**src/key_irq_cfg.svh**
```systemverilog
// Offsets, field positions, reset values and counts of the keyboard block.
`ifndef KEY_IRQ_CFG_SVH
`define KEY_IRQ_CFG_SVH
`define KEY_LINES              8
`define KEY_LEVEL_SELECT_IDX   8'h9C
`define KEY_LINE_ENABLE_IDX    8'h9D
`define KEY_LINE_FLAG_IDX      8'h9E
`define KEY_IRQ_ENABLE2_IDX    8'hB1
`define KEY_IRQ_STATUS_IDX     8'hC0
`define KEY_IRQ_CLEAR_IDX      8'hC1
`define KEY_IRQ_EVENT_EN_IDX   8'hC2
`define KEY_INFO_IDX           8'hC3
`define KEY_GLOBAL_EN_BIT      0
`define KEY_EV_REQUEST_BIT     0
`define KEY_EV_WAKE_BIT        1
`define KEY_EVENTS             2
`define KEY_RESET_8            8'h00
`define KEY_SOURCE_NUMBER      8'h08
`define KEY_POLL_PRIORITY      8'h08
`define KEY_VECTOR_ADDR        16'h003B
`define KEY_RESP_OKAY          2'b00
`define KEY_RESP_DECERR        2'b11
`endif

```
**src/key_irq_pkg.sv**
```systemverilog
// Types shared by the keyboard interrupt block.
package key_irq_pkg;
   typedef enum logic [1:0] {
      WR_IDLE,
      WR_RESP
   } wr_state_e;
   typedef logic [7:0] line_vec_t;
endpackage

```
**src/key_line_detect.sv**
```systemverilog
// Per-line level compare and sticky flag for the keyboard lines.
`timescale 1ns/1ps
`include "key_irq_cfg.svh"
module key_line_detect #(
   parameter int LINES = `KEY_LINES
) (
   input  wire logic             clock,
   input  wire logic             reset_n,
   input  wire logic [LINES-1:0] scan_input_port,
   input  wire logic [LINES-1:0] key_level_select,
   input  wire logic [LINES-1:0] flag_clear,
   output logic      [LINES-1:0] key_line_flags,
   output logic      [LINES-1:0] level_hit
);
   logic [LINES-1:0] flag_reg;
   logic [LINES-1:0] flag_next;

   // A select bit of one matches a high pin, zero matches a low pin.
   assign level_hit = ~(scan_input_port ^ key_level_select);
   // Set wins over a clear that lands in the same cycle.
   assign flag_next = (flag_reg & ~flag_clear) | level_hit;
   assign key_line_flags = flag_reg;

   always_ff @(posedge clock or negedge reset_n) begin
      if (!reset_n) begin
         flag_reg <= '0;
      end else begin
         flag_reg <= flag_next;
      end
   end
endmodule

```
**src/keyboard_level_interrupt.sv**
```systemverilog
// Keyboard level interrupt block with an AXI4-Lite register slave.
`timescale 1ns/1ps
`include "key_irq_cfg.svh"
module keyboard_level_interrupt #(
   parameter int LINES = `KEY_LINES
) (
   input  wire logic             clock,
   input  wire logic             reset_n,
   input  wire logic [LINES-1:0] scan_input_port,
   output logic      [LINES-1:0] key_line_active,
   output logic                  keyboard_irq_request,
   output logic                  wake_request,
   output logic                  irq,
   input  wire logic [31:0]      s_axi_awaddr,
   input  wire logic             s_axi_awvalid,
   output logic                  s_axi_awready,
   input  wire logic [31:0]      s_axi_wdata,
   input  wire logic [3:0]       s_axi_wstrb,
   input  wire logic             s_axi_wvalid,
   output logic                  s_axi_wready,
   output logic [1:0]            s_axi_bresp,
   output logic                  s_axi_bvalid,
   input  wire logic             s_axi_bready,
   input  wire logic [31:0]      s_axi_araddr,
   input  wire logic             s_axi_arvalid,
   output logic                  s_axi_arready,
   output logic [31:0]           s_axi_rdata,
   output logic [1:0]            s_axi_rresp,
   output logic                  s_axi_rvalid,
   input  wire logic             s_axi_rready
);
   logic [LINES-1:0] key_level_select_reg;
   logic [LINES-1:0] key_line_enables_reg;
   logic             global_enable_reg;
   logic [`KEY_EVENTS-1:0] status_reg;
   logic [`KEY_EVENTS-1:0] status_next;
   logic [`KEY_EVENTS-1:0] event_en_reg;
   logic [LINES-1:0] key_line_flags;
   logic [LINES-1:0] level_hit;
   logic [LINES-1:0] flag_clear;
   logic [LINES-1:0] key_line_mask;
   logic [`KEY_EVENTS-1:0] events;
   logic [`KEY_EVENTS-1:0] status_clear;
   logic             request_prev_reg;
   logic             wake_prev_reg;

   logic [31:0]      awaddr_reg;
   logic [31:0]      wdata_reg;
   logic [3:0]       wstrb_reg;
   logic             aw_held_reg;
   logic             w_held_reg;
   key_irq_pkg::wr_state_e wr_state_reg;
   logic [1:0]       bresp_reg;
   logic             rvalid_reg;
   logic [31:0]      rdata_reg;
   logic [1:0]       rresp_reg;

   // Byte address is four times the printed register index.
   function automatic logic [31:0] byte_addr(input logic [7:0] idx);
      byte_addr = {22'h000000, idx, 2'b00};
   endfunction

   function automatic logic hits(input logic [31:0] a, input logic [7:0] idx);
      hits = (a == byte_addr(idx));
   endfunction

   key_line_detect #(
      .LINES (LINES)
   ) u_detect (
      .clock            (clock),
      .reset_n          (reset_n),
      .scan_input_port  (scan_input_port),
      .key_level_select (key_level_select_reg),
      .flag_clear       (flag_clear),
      .key_line_flags   (key_line_flags),
      .level_hit        (level_hit)
   );

   // Per-line request terms; disabled lines contribute nothing.
   assign key_line_mask = key_line_flags
                        & key_line_enables_reg;
   // One shared request for all lines, so software polls the flags.
   assign keyboard_irq_request = global_enable_reg
                               & (|key_line_mask);
   // Wake is combinational so it still works while the clock is gated.
   assign wake_request = |(level_hit & key_line_enables_reg);
   // Unused lines stay ordinary port pins for other functions.
   assign key_line_active = key_line_enables_reg;

   assign events[`KEY_EV_REQUEST_BIT] = keyboard_irq_request
                                       & ~request_prev_reg;
   assign events[`KEY_EV_WAKE_BIT] = wake_request & ~wake_prev_reg;
   assign status_next = (status_reg & ~status_clear) | events;
   assign irq = |(status_reg & event_en_reg);

   // Write path: address and data are held independently, then applied.
   wire aw_go = aw_held_reg && w_held_reg
              && (wr_state_reg == key_irq_pkg::WR_IDLE);
   wire wr_lo = wstrb_reg[0];
   wire wr_ls = aw_go && wr_lo && hits(awaddr_reg, `KEY_LEVEL_SELECT_IDX);
   wire wr_le = aw_go && wr_lo && hits(awaddr_reg, `KEY_LINE_ENABLE_IDX);
   wire wr_fl = aw_go && wr_lo && hits(awaddr_reg, `KEY_LINE_FLAG_IDX);
   wire wr_ie = aw_go && wr_lo && hits(awaddr_reg, `KEY_IRQ_ENABLE2_IDX);
   wire wr_sc = aw_go && wr_lo && hits(awaddr_reg, `KEY_IRQ_CLEAR_IDX);
   wire wr_ee = aw_go && wr_lo && hits(awaddr_reg, `KEY_IRQ_EVENT_EN_IDX);
   wire wr_ok = hits(awaddr_reg, `KEY_LEVEL_SELECT_IDX)
              | hits(awaddr_reg, `KEY_LINE_ENABLE_IDX)
              | hits(awaddr_reg, `KEY_LINE_FLAG_IDX)
              | hits(awaddr_reg, `KEY_IRQ_ENABLE2_IDX)
              | hits(awaddr_reg, `KEY_IRQ_STATUS_IDX)
              | hits(awaddr_reg, `KEY_IRQ_CLEAR_IDX)
              | hits(awaddr_reg, `KEY_IRQ_EVENT_EN_IDX)
              | hits(awaddr_reg, `KEY_INFO_IDX);

   // Flags clear by writing zero to a bit; writing one leaves it alone.
   assign flag_clear = wr_fl ? ~wdata_reg[LINES-1:0] : '0;
   assign status_clear = wr_sc ? wdata_reg[`KEY_EVENTS-1:0] : '0;

   assign s_axi_awready = !aw_held_reg;
   assign s_axi_wready = !w_held_reg;
   assign s_axi_bvalid = (wr_state_reg == key_irq_pkg::WR_RESP);
   assign s_axi_bresp = bresp_reg;

   always_ff @(posedge clock or negedge reset_n) begin
      if (!reset_n) begin
         aw_held_reg <= 1'b0;
         w_held_reg <= 1'b0;
         awaddr_reg <= '0;
         wdata_reg <= '0;
         wstrb_reg <= '0;
      end else begin
         if (s_axi_awvalid && s_axi_awready) begin
            aw_held_reg <= 1'b1;
            awaddr_reg <= s_axi_awaddr;
         end else if (aw_go) begin
            aw_held_reg <= 1'b0;
         end
         if (s_axi_wvalid && s_axi_wready) begin
            w_held_reg <= 1'b1;
            wdata_reg <= s_axi_wdata;
            wstrb_reg <= s_axi_wstrb;
         end else if (aw_go) begin
            w_held_reg <= 1'b0;
         end
      end
   end

   always_ff @(posedge clock or negedge reset_n) begin
      if (!reset_n) begin
         wr_state_reg <= key_irq_pkg::WR_IDLE;
         bresp_reg <= `KEY_RESP_OKAY;
      end else begin
         case (wr_state_reg)
            key_irq_pkg::WR_IDLE: begin
               if (aw_go) begin
                  wr_state_reg <= key_irq_pkg::WR_RESP;
                  bresp_reg <= wr_ok ? `KEY_RESP_OKAY : `KEY_RESP_DECERR;
               end
            end
            key_irq_pkg::WR_RESP: begin
               if (s_axi_bready) begin
                  wr_state_reg <= key_irq_pkg::WR_IDLE;
               end
            end
            default: begin
               wr_state_reg <= key_irq_pkg::WR_IDLE;
            end
         endcase
      end
   end

   always_ff @(posedge clock or negedge reset_n) begin
      if (!reset_n) begin
         key_level_select_reg <= `KEY_RESET_8;
         key_line_enables_reg <= `KEY_RESET_8;
         global_enable_reg <= 1'b0;
         event_en_reg <= '0;
         status_reg <= '0;
         request_prev_reg <= 1'b0;
         wake_prev_reg <= 1'b0;
      end else begin
         if (wr_ls) key_level_select_reg <= wdata_reg[LINES-1:0];
         if (wr_le) key_line_enables_reg <= wdata_reg[LINES-1:0];
         if (wr_ie) begin
            global_enable_reg <= wdata_reg[`KEY_GLOBAL_EN_BIT];
         end
         if (wr_ee) event_en_reg <= wdata_reg[`KEY_EVENTS-1:0];
         status_reg <= status_next;
         request_prev_reg <= keyboard_irq_request;
         wake_prev_reg <= wake_request;
      end
   end

   // Read path: one-cycle answer, held until the master takes it.
   wire [7:0] info_byte = `KEY_SOURCE_NUMBER;
   wire [31:0] rd_mux =
      hits(s_axi_araddr, `KEY_LEVEL_SELECT_IDX) ? 32'(key_level_select_reg) :
      hits(s_axi_araddr, `KEY_LINE_ENABLE_IDX)  ? 32'(key_line_enables_reg) :
      hits(s_axi_araddr, `KEY_LINE_FLAG_IDX)    ? 32'(key_line_flags) :
      hits(s_axi_araddr, `KEY_IRQ_ENABLE2_IDX)  ? 32'(global_enable_reg) :
      hits(s_axi_araddr, `KEY_IRQ_STATUS_IDX)   ? 32'(status_reg) :
      hits(s_axi_araddr, `KEY_IRQ_EVENT_EN_IDX) ? 32'(event_en_reg) :
      hits(s_axi_araddr, `KEY_INFO_IDX)
         ? {`KEY_VECTOR_ADDR, `KEY_POLL_PRIORITY, info_byte} : 32'h00000000;
   wire rd_ok = hits(s_axi_araddr, `KEY_LEVEL_SELECT_IDX)
              | hits(s_axi_araddr, `KEY_LINE_ENABLE_IDX)
              | hits(s_axi_araddr, `KEY_LINE_FLAG_IDX)
              | hits(s_axi_araddr, `KEY_IRQ_ENABLE2_IDX)
              | hits(s_axi_araddr, `KEY_IRQ_STATUS_IDX)
              | hits(s_axi_araddr, `KEY_IRQ_CLEAR_IDX)
              | hits(s_axi_araddr, `KEY_IRQ_EVENT_EN_IDX)
              | hits(s_axi_araddr, `KEY_INFO_IDX);

   assign s_axi_arready = !rvalid_reg;
   assign s_axi_rvalid = rvalid_reg;
   assign s_axi_rdata = rdata_reg;
   assign s_axi_rresp = rresp_reg;

   always_ff @(posedge clock or negedge reset_n) begin
      if (!reset_n) begin
         rvalid_reg <= 1'b0;
         rdata_reg <= '0;
         rresp_reg <= `KEY_RESP_OKAY;
      end else if (s_axi_arvalid && s_axi_arready) begin
         rvalid_reg <= 1'b1;
         rdata_reg <= rd_mux;
         rresp_reg <= rd_ok ? `KEY_RESP_OKAY : `KEY_RESP_DECERR;
      end else if (s_axi_rready) begin
         rvalid_reg <= 1'b0;
      end
   end
endmodule

```
**config.mk**
```make
export PLATFORM = sky130hd
export DESIGN_NAME = keyboard_level_interrupt
export DESIGN_NICKNAME = d
export VERILOG_FILES = /design/src/key_irq_pkg.sv /design/src/key_line_detect.sv /design/src/keyboard_level_interrupt.sv
export VERILOG_INCLUDE_DIRS = /design/src
export SDC_FILE = /design/constraint.sdc
export NUM_CORES = 1
export LEC_CHECK = 0
export BUFFER_PORTS_ARGS = -buffer_cell sky130_fd_sc_hd__buf_2
export CORE_ASPECT_RATIO = 1.25
export CORE_MARGIN = 1.5
export CORE_UTILIZATION = 53
export DETAILED_ROUTE_END_ITERATION = 7
export PLACE_DENSITY = 0.86
export SLEW_MARGIN = 30
export SYNTH_ARGS = -nofsm -noshare
export SYNTH_HDL_FRONTEND = slang
export SYNTH_HIERARCHICAL = 1
export SYNTH_SLANG_ARGS = --single-unit
```
**constraint.sdc**
```tcl
create_clock -name clock -period 5.1 [get_ports clock]
set_input_delay 0.255 -clock clock [delete_from_list [all_inputs] [get_ports clock]]
set_output_delay 0.255 -clock clock [all_outputs]
set_load 0.05 [all_outputs]
```
==> results.toml <==
[status]
status = "completed"

[drt]
vias = 3263
wl_per_cell_microns = 16.2
drt.antenna.violating_nets = 0
drt_iter0_drc = 174
routed_via_density = 5.59
drt-pass1-iter-count = 4
drc = 0
drt-total-wl_mm = 9.47

[synthesis]
synth_edf_count = 0
yosysSeqAreaShare = 0.518
yosys.area.top_type = "dfrtp_1"
ys.flop_type = "dfrtp_1"
synth-seq-cells = 87
synth_cell_types = 49
yosys_warnings = 6
synth_area_leaders = "dfrtp_1, mux2_2, buf_4"
synthesis.area_sq_um = 4210
synth_async_sr_flop_share = 1.00
synth_cells = 369
synth_top_area_frac = 0.518
synth.avg_cell_area_sq_um = 11.4

[timing]
tightest_slew_ps = 849
drv_slew = 0
hold_viol = 0
maxSlewHeadroom = 0.433
max_freq_mhz = 400
min_period_over_period = 0.490
final.min_clock_period_ps = 2500
finalClockSkew_ps = 6.38
setup_viol = 0
setup_ws_ps = 2600
setup-tns-final_ps = 0
rsz0062_at_grt = "no"

[worst_hold_path]
hold_depth = 2
hp-class = "input port to flip-flop"

[final_layout]
design_area_sq_um = 5050
drive_gt1_frac = 0.415
nets = 599
layout_commonest_cell = "buf_2"
syn_to_final_growth_pct = 20.1
mostFrequentLayoutCells = "buf_2, dfrtp_1, mux2_2, nor2_1, inv_1"
diodes = 0
post-route-util = 0.652
largest_reg_flops = 32

[die]
ios = 167
die-width_microns = 82.7
die_h_microns = 103
die_area_sq_um = 8480
initial_core_util = 0.543
row_count = 36
core_sq_um = 7750

[placement]
place_area_sq_um = 4780
pre_cts_slack_ps = 2620
place_hpwl_mm = 7.07
io_buffers = 121
gp_congestion = 0.894

[setup_path]
cp.required_ps = 5350
cp_cell_sequence = "or4_4, or4_4, nor4_4, mux2_2"
cpMostUsedCell = "or4_4"
cp_num_buf_inv = 0
slowest_delay_ps = 600
cp_max_fo = 9
r2r-end = "key_level_select_reg[7]"
cp-start-kind = "flip-flop"
cp_slowest_cell = "nor4_4"
worstPathArrival_ps = 2750
startpoint = "awaddr_reg[13]"
critical_path_depth = 4
worstSetupEndpointType = "flip-flop"
worstSetupEndpoint = "key_level_select_reg[7]"
ff2ff_setup_slack_ps = 2600
reg2reg_depth = 4
crit_type = "flip-flop to flip-flop"
r2r_start = "awaddr_reg[13]"
critPathTopFamily = "simple AND/OR/NAND/NOR gates"

[job]
maxCapViolCount = 0

[power_and_ir_drop]
power_density_nw_per_um2 = 417
p_leak_nw = 2.40
ir_drop_mv = 0.300

[clock_tree]
cts_num_sinks = 87
cts_buffer_depth = 2
h-tree-depth = 3
clkLatencyLatePin_ps = 360
clk_pin_slew_ps = 80
numCtsBuffers = 9
cts_tree = "built"
ctsResizeCount = 0
cts_root_buf = "clkbuf_8"

[global_route]
grt_max_degree = 88
track_usage = 0.232
grt_pass1_vias = 3052
grt_first_pass_wirelength_mm = 14.5
antenna_found_initial = 0
grt_overflow = 0
-- kinds of logic (layout without fill, tap and decap cells) --
group                     after synthesis  after routing  share of synthesized area
buffers and inverters                  58            161                     0.0744
DFF                                    87             87                      0.518
and+or+nand+nor                        97             97                      0.136
xor gates and xnor gates                8              8                     0.0167
other                                   1             18                   0.000892
AOI/OAI and AO/OA                      57             57                     0.0922
muxes                                  61             61                      0.162
-- cells in the mapped netlist (all sizes together), types with 2 or more instances --
| master | instances |
|---|---|
| nand3b | 2 |
| clkbuf | 8 |
| nor3 | 4 |
| nor4 | 12 |
| mux2 | 58 |
| nor2b | 5 |
| o31ai | 4 |
| nor2 | 26 |
| a22o | 3 |
| a21o | 10 |
| dfrtp | 87 |
| xnor2 | 8 |
| or4 | 3 |
| o21ai | 9 |
| nand4 | 8 |
| a22oi | 9 |
| nand3 | 8 |
| mux2i | 3 |
| nor3b | 2 |
| buf | 28 |
| or3 | 2 |
| and4b | 2 |
| nand2 | 15 |
| a31oi | 2 |
| a21oi | 11 |
| and3 | 2 |
| inv | 22 |
-- per-stage QoR --
stage	hold WS, ps	std cells	total power, mW
floorplan	-40.6	386	1.37
global placement	449	567	1.47
detailed placement	373	567	1.50
CTS	76.5	584	2.12
global route	84.2	584	2.22
finish	89.4	584	2.10
-- area by class of cell --
class | count | area (sq um)
Tap cell | 95 | 119
Inverter | 22 | 82.6
Clock buffer | 9 | 124
Sequential cell | 87 | 2180
Clock inverter | 7 | 135
Timing Repair Buffer | 123 | 629
Fill cell | 629 | 2700
Multi-Input combinational cell | 241 | 1780
-- power breakdown --
part           internal, mW  switching [mW]  leakage, nW
clock                 0.372           0.243        0.133
sequential            0.870           0.148         1.06
combinational         0.235           0.236         1.21
total                  1.48           0.627         2.40
-- repair_timing --
item | in CTS | in global routing
hold buffers | 1 | 0
hold endpoints to repair | 87 | 0
setup buffers | 0 | 0
-- how the worst min path moves through the flow --
stage / start / endpoint / slack, ps
2_1_floorplan: reset_n / aw_held_reg / -40
3_3_place_gp: s_axi_rready / s_axi_rvalid / 450
3_5_place_dp: reset_n / wdata_reg[7] / 370
4_1_cts: s_axi_rready / s_axi_rvalid / 80
5_1_grt: s_axi_rready / s_axi_rvalid / 80
6_report: s_axi_rready / s_axi_rvalid / 90
-- layer usage --
layer,GRT usage,up-vias,part of all wire
li1,-,1509,-
met1,0.280,1569,0.39
met2,0.394,169,0.52
met3,0.0566,16,0.077
met4,0.0974,0,0.020
met5,0,-,0
Power figures use the tool's default switching activity.
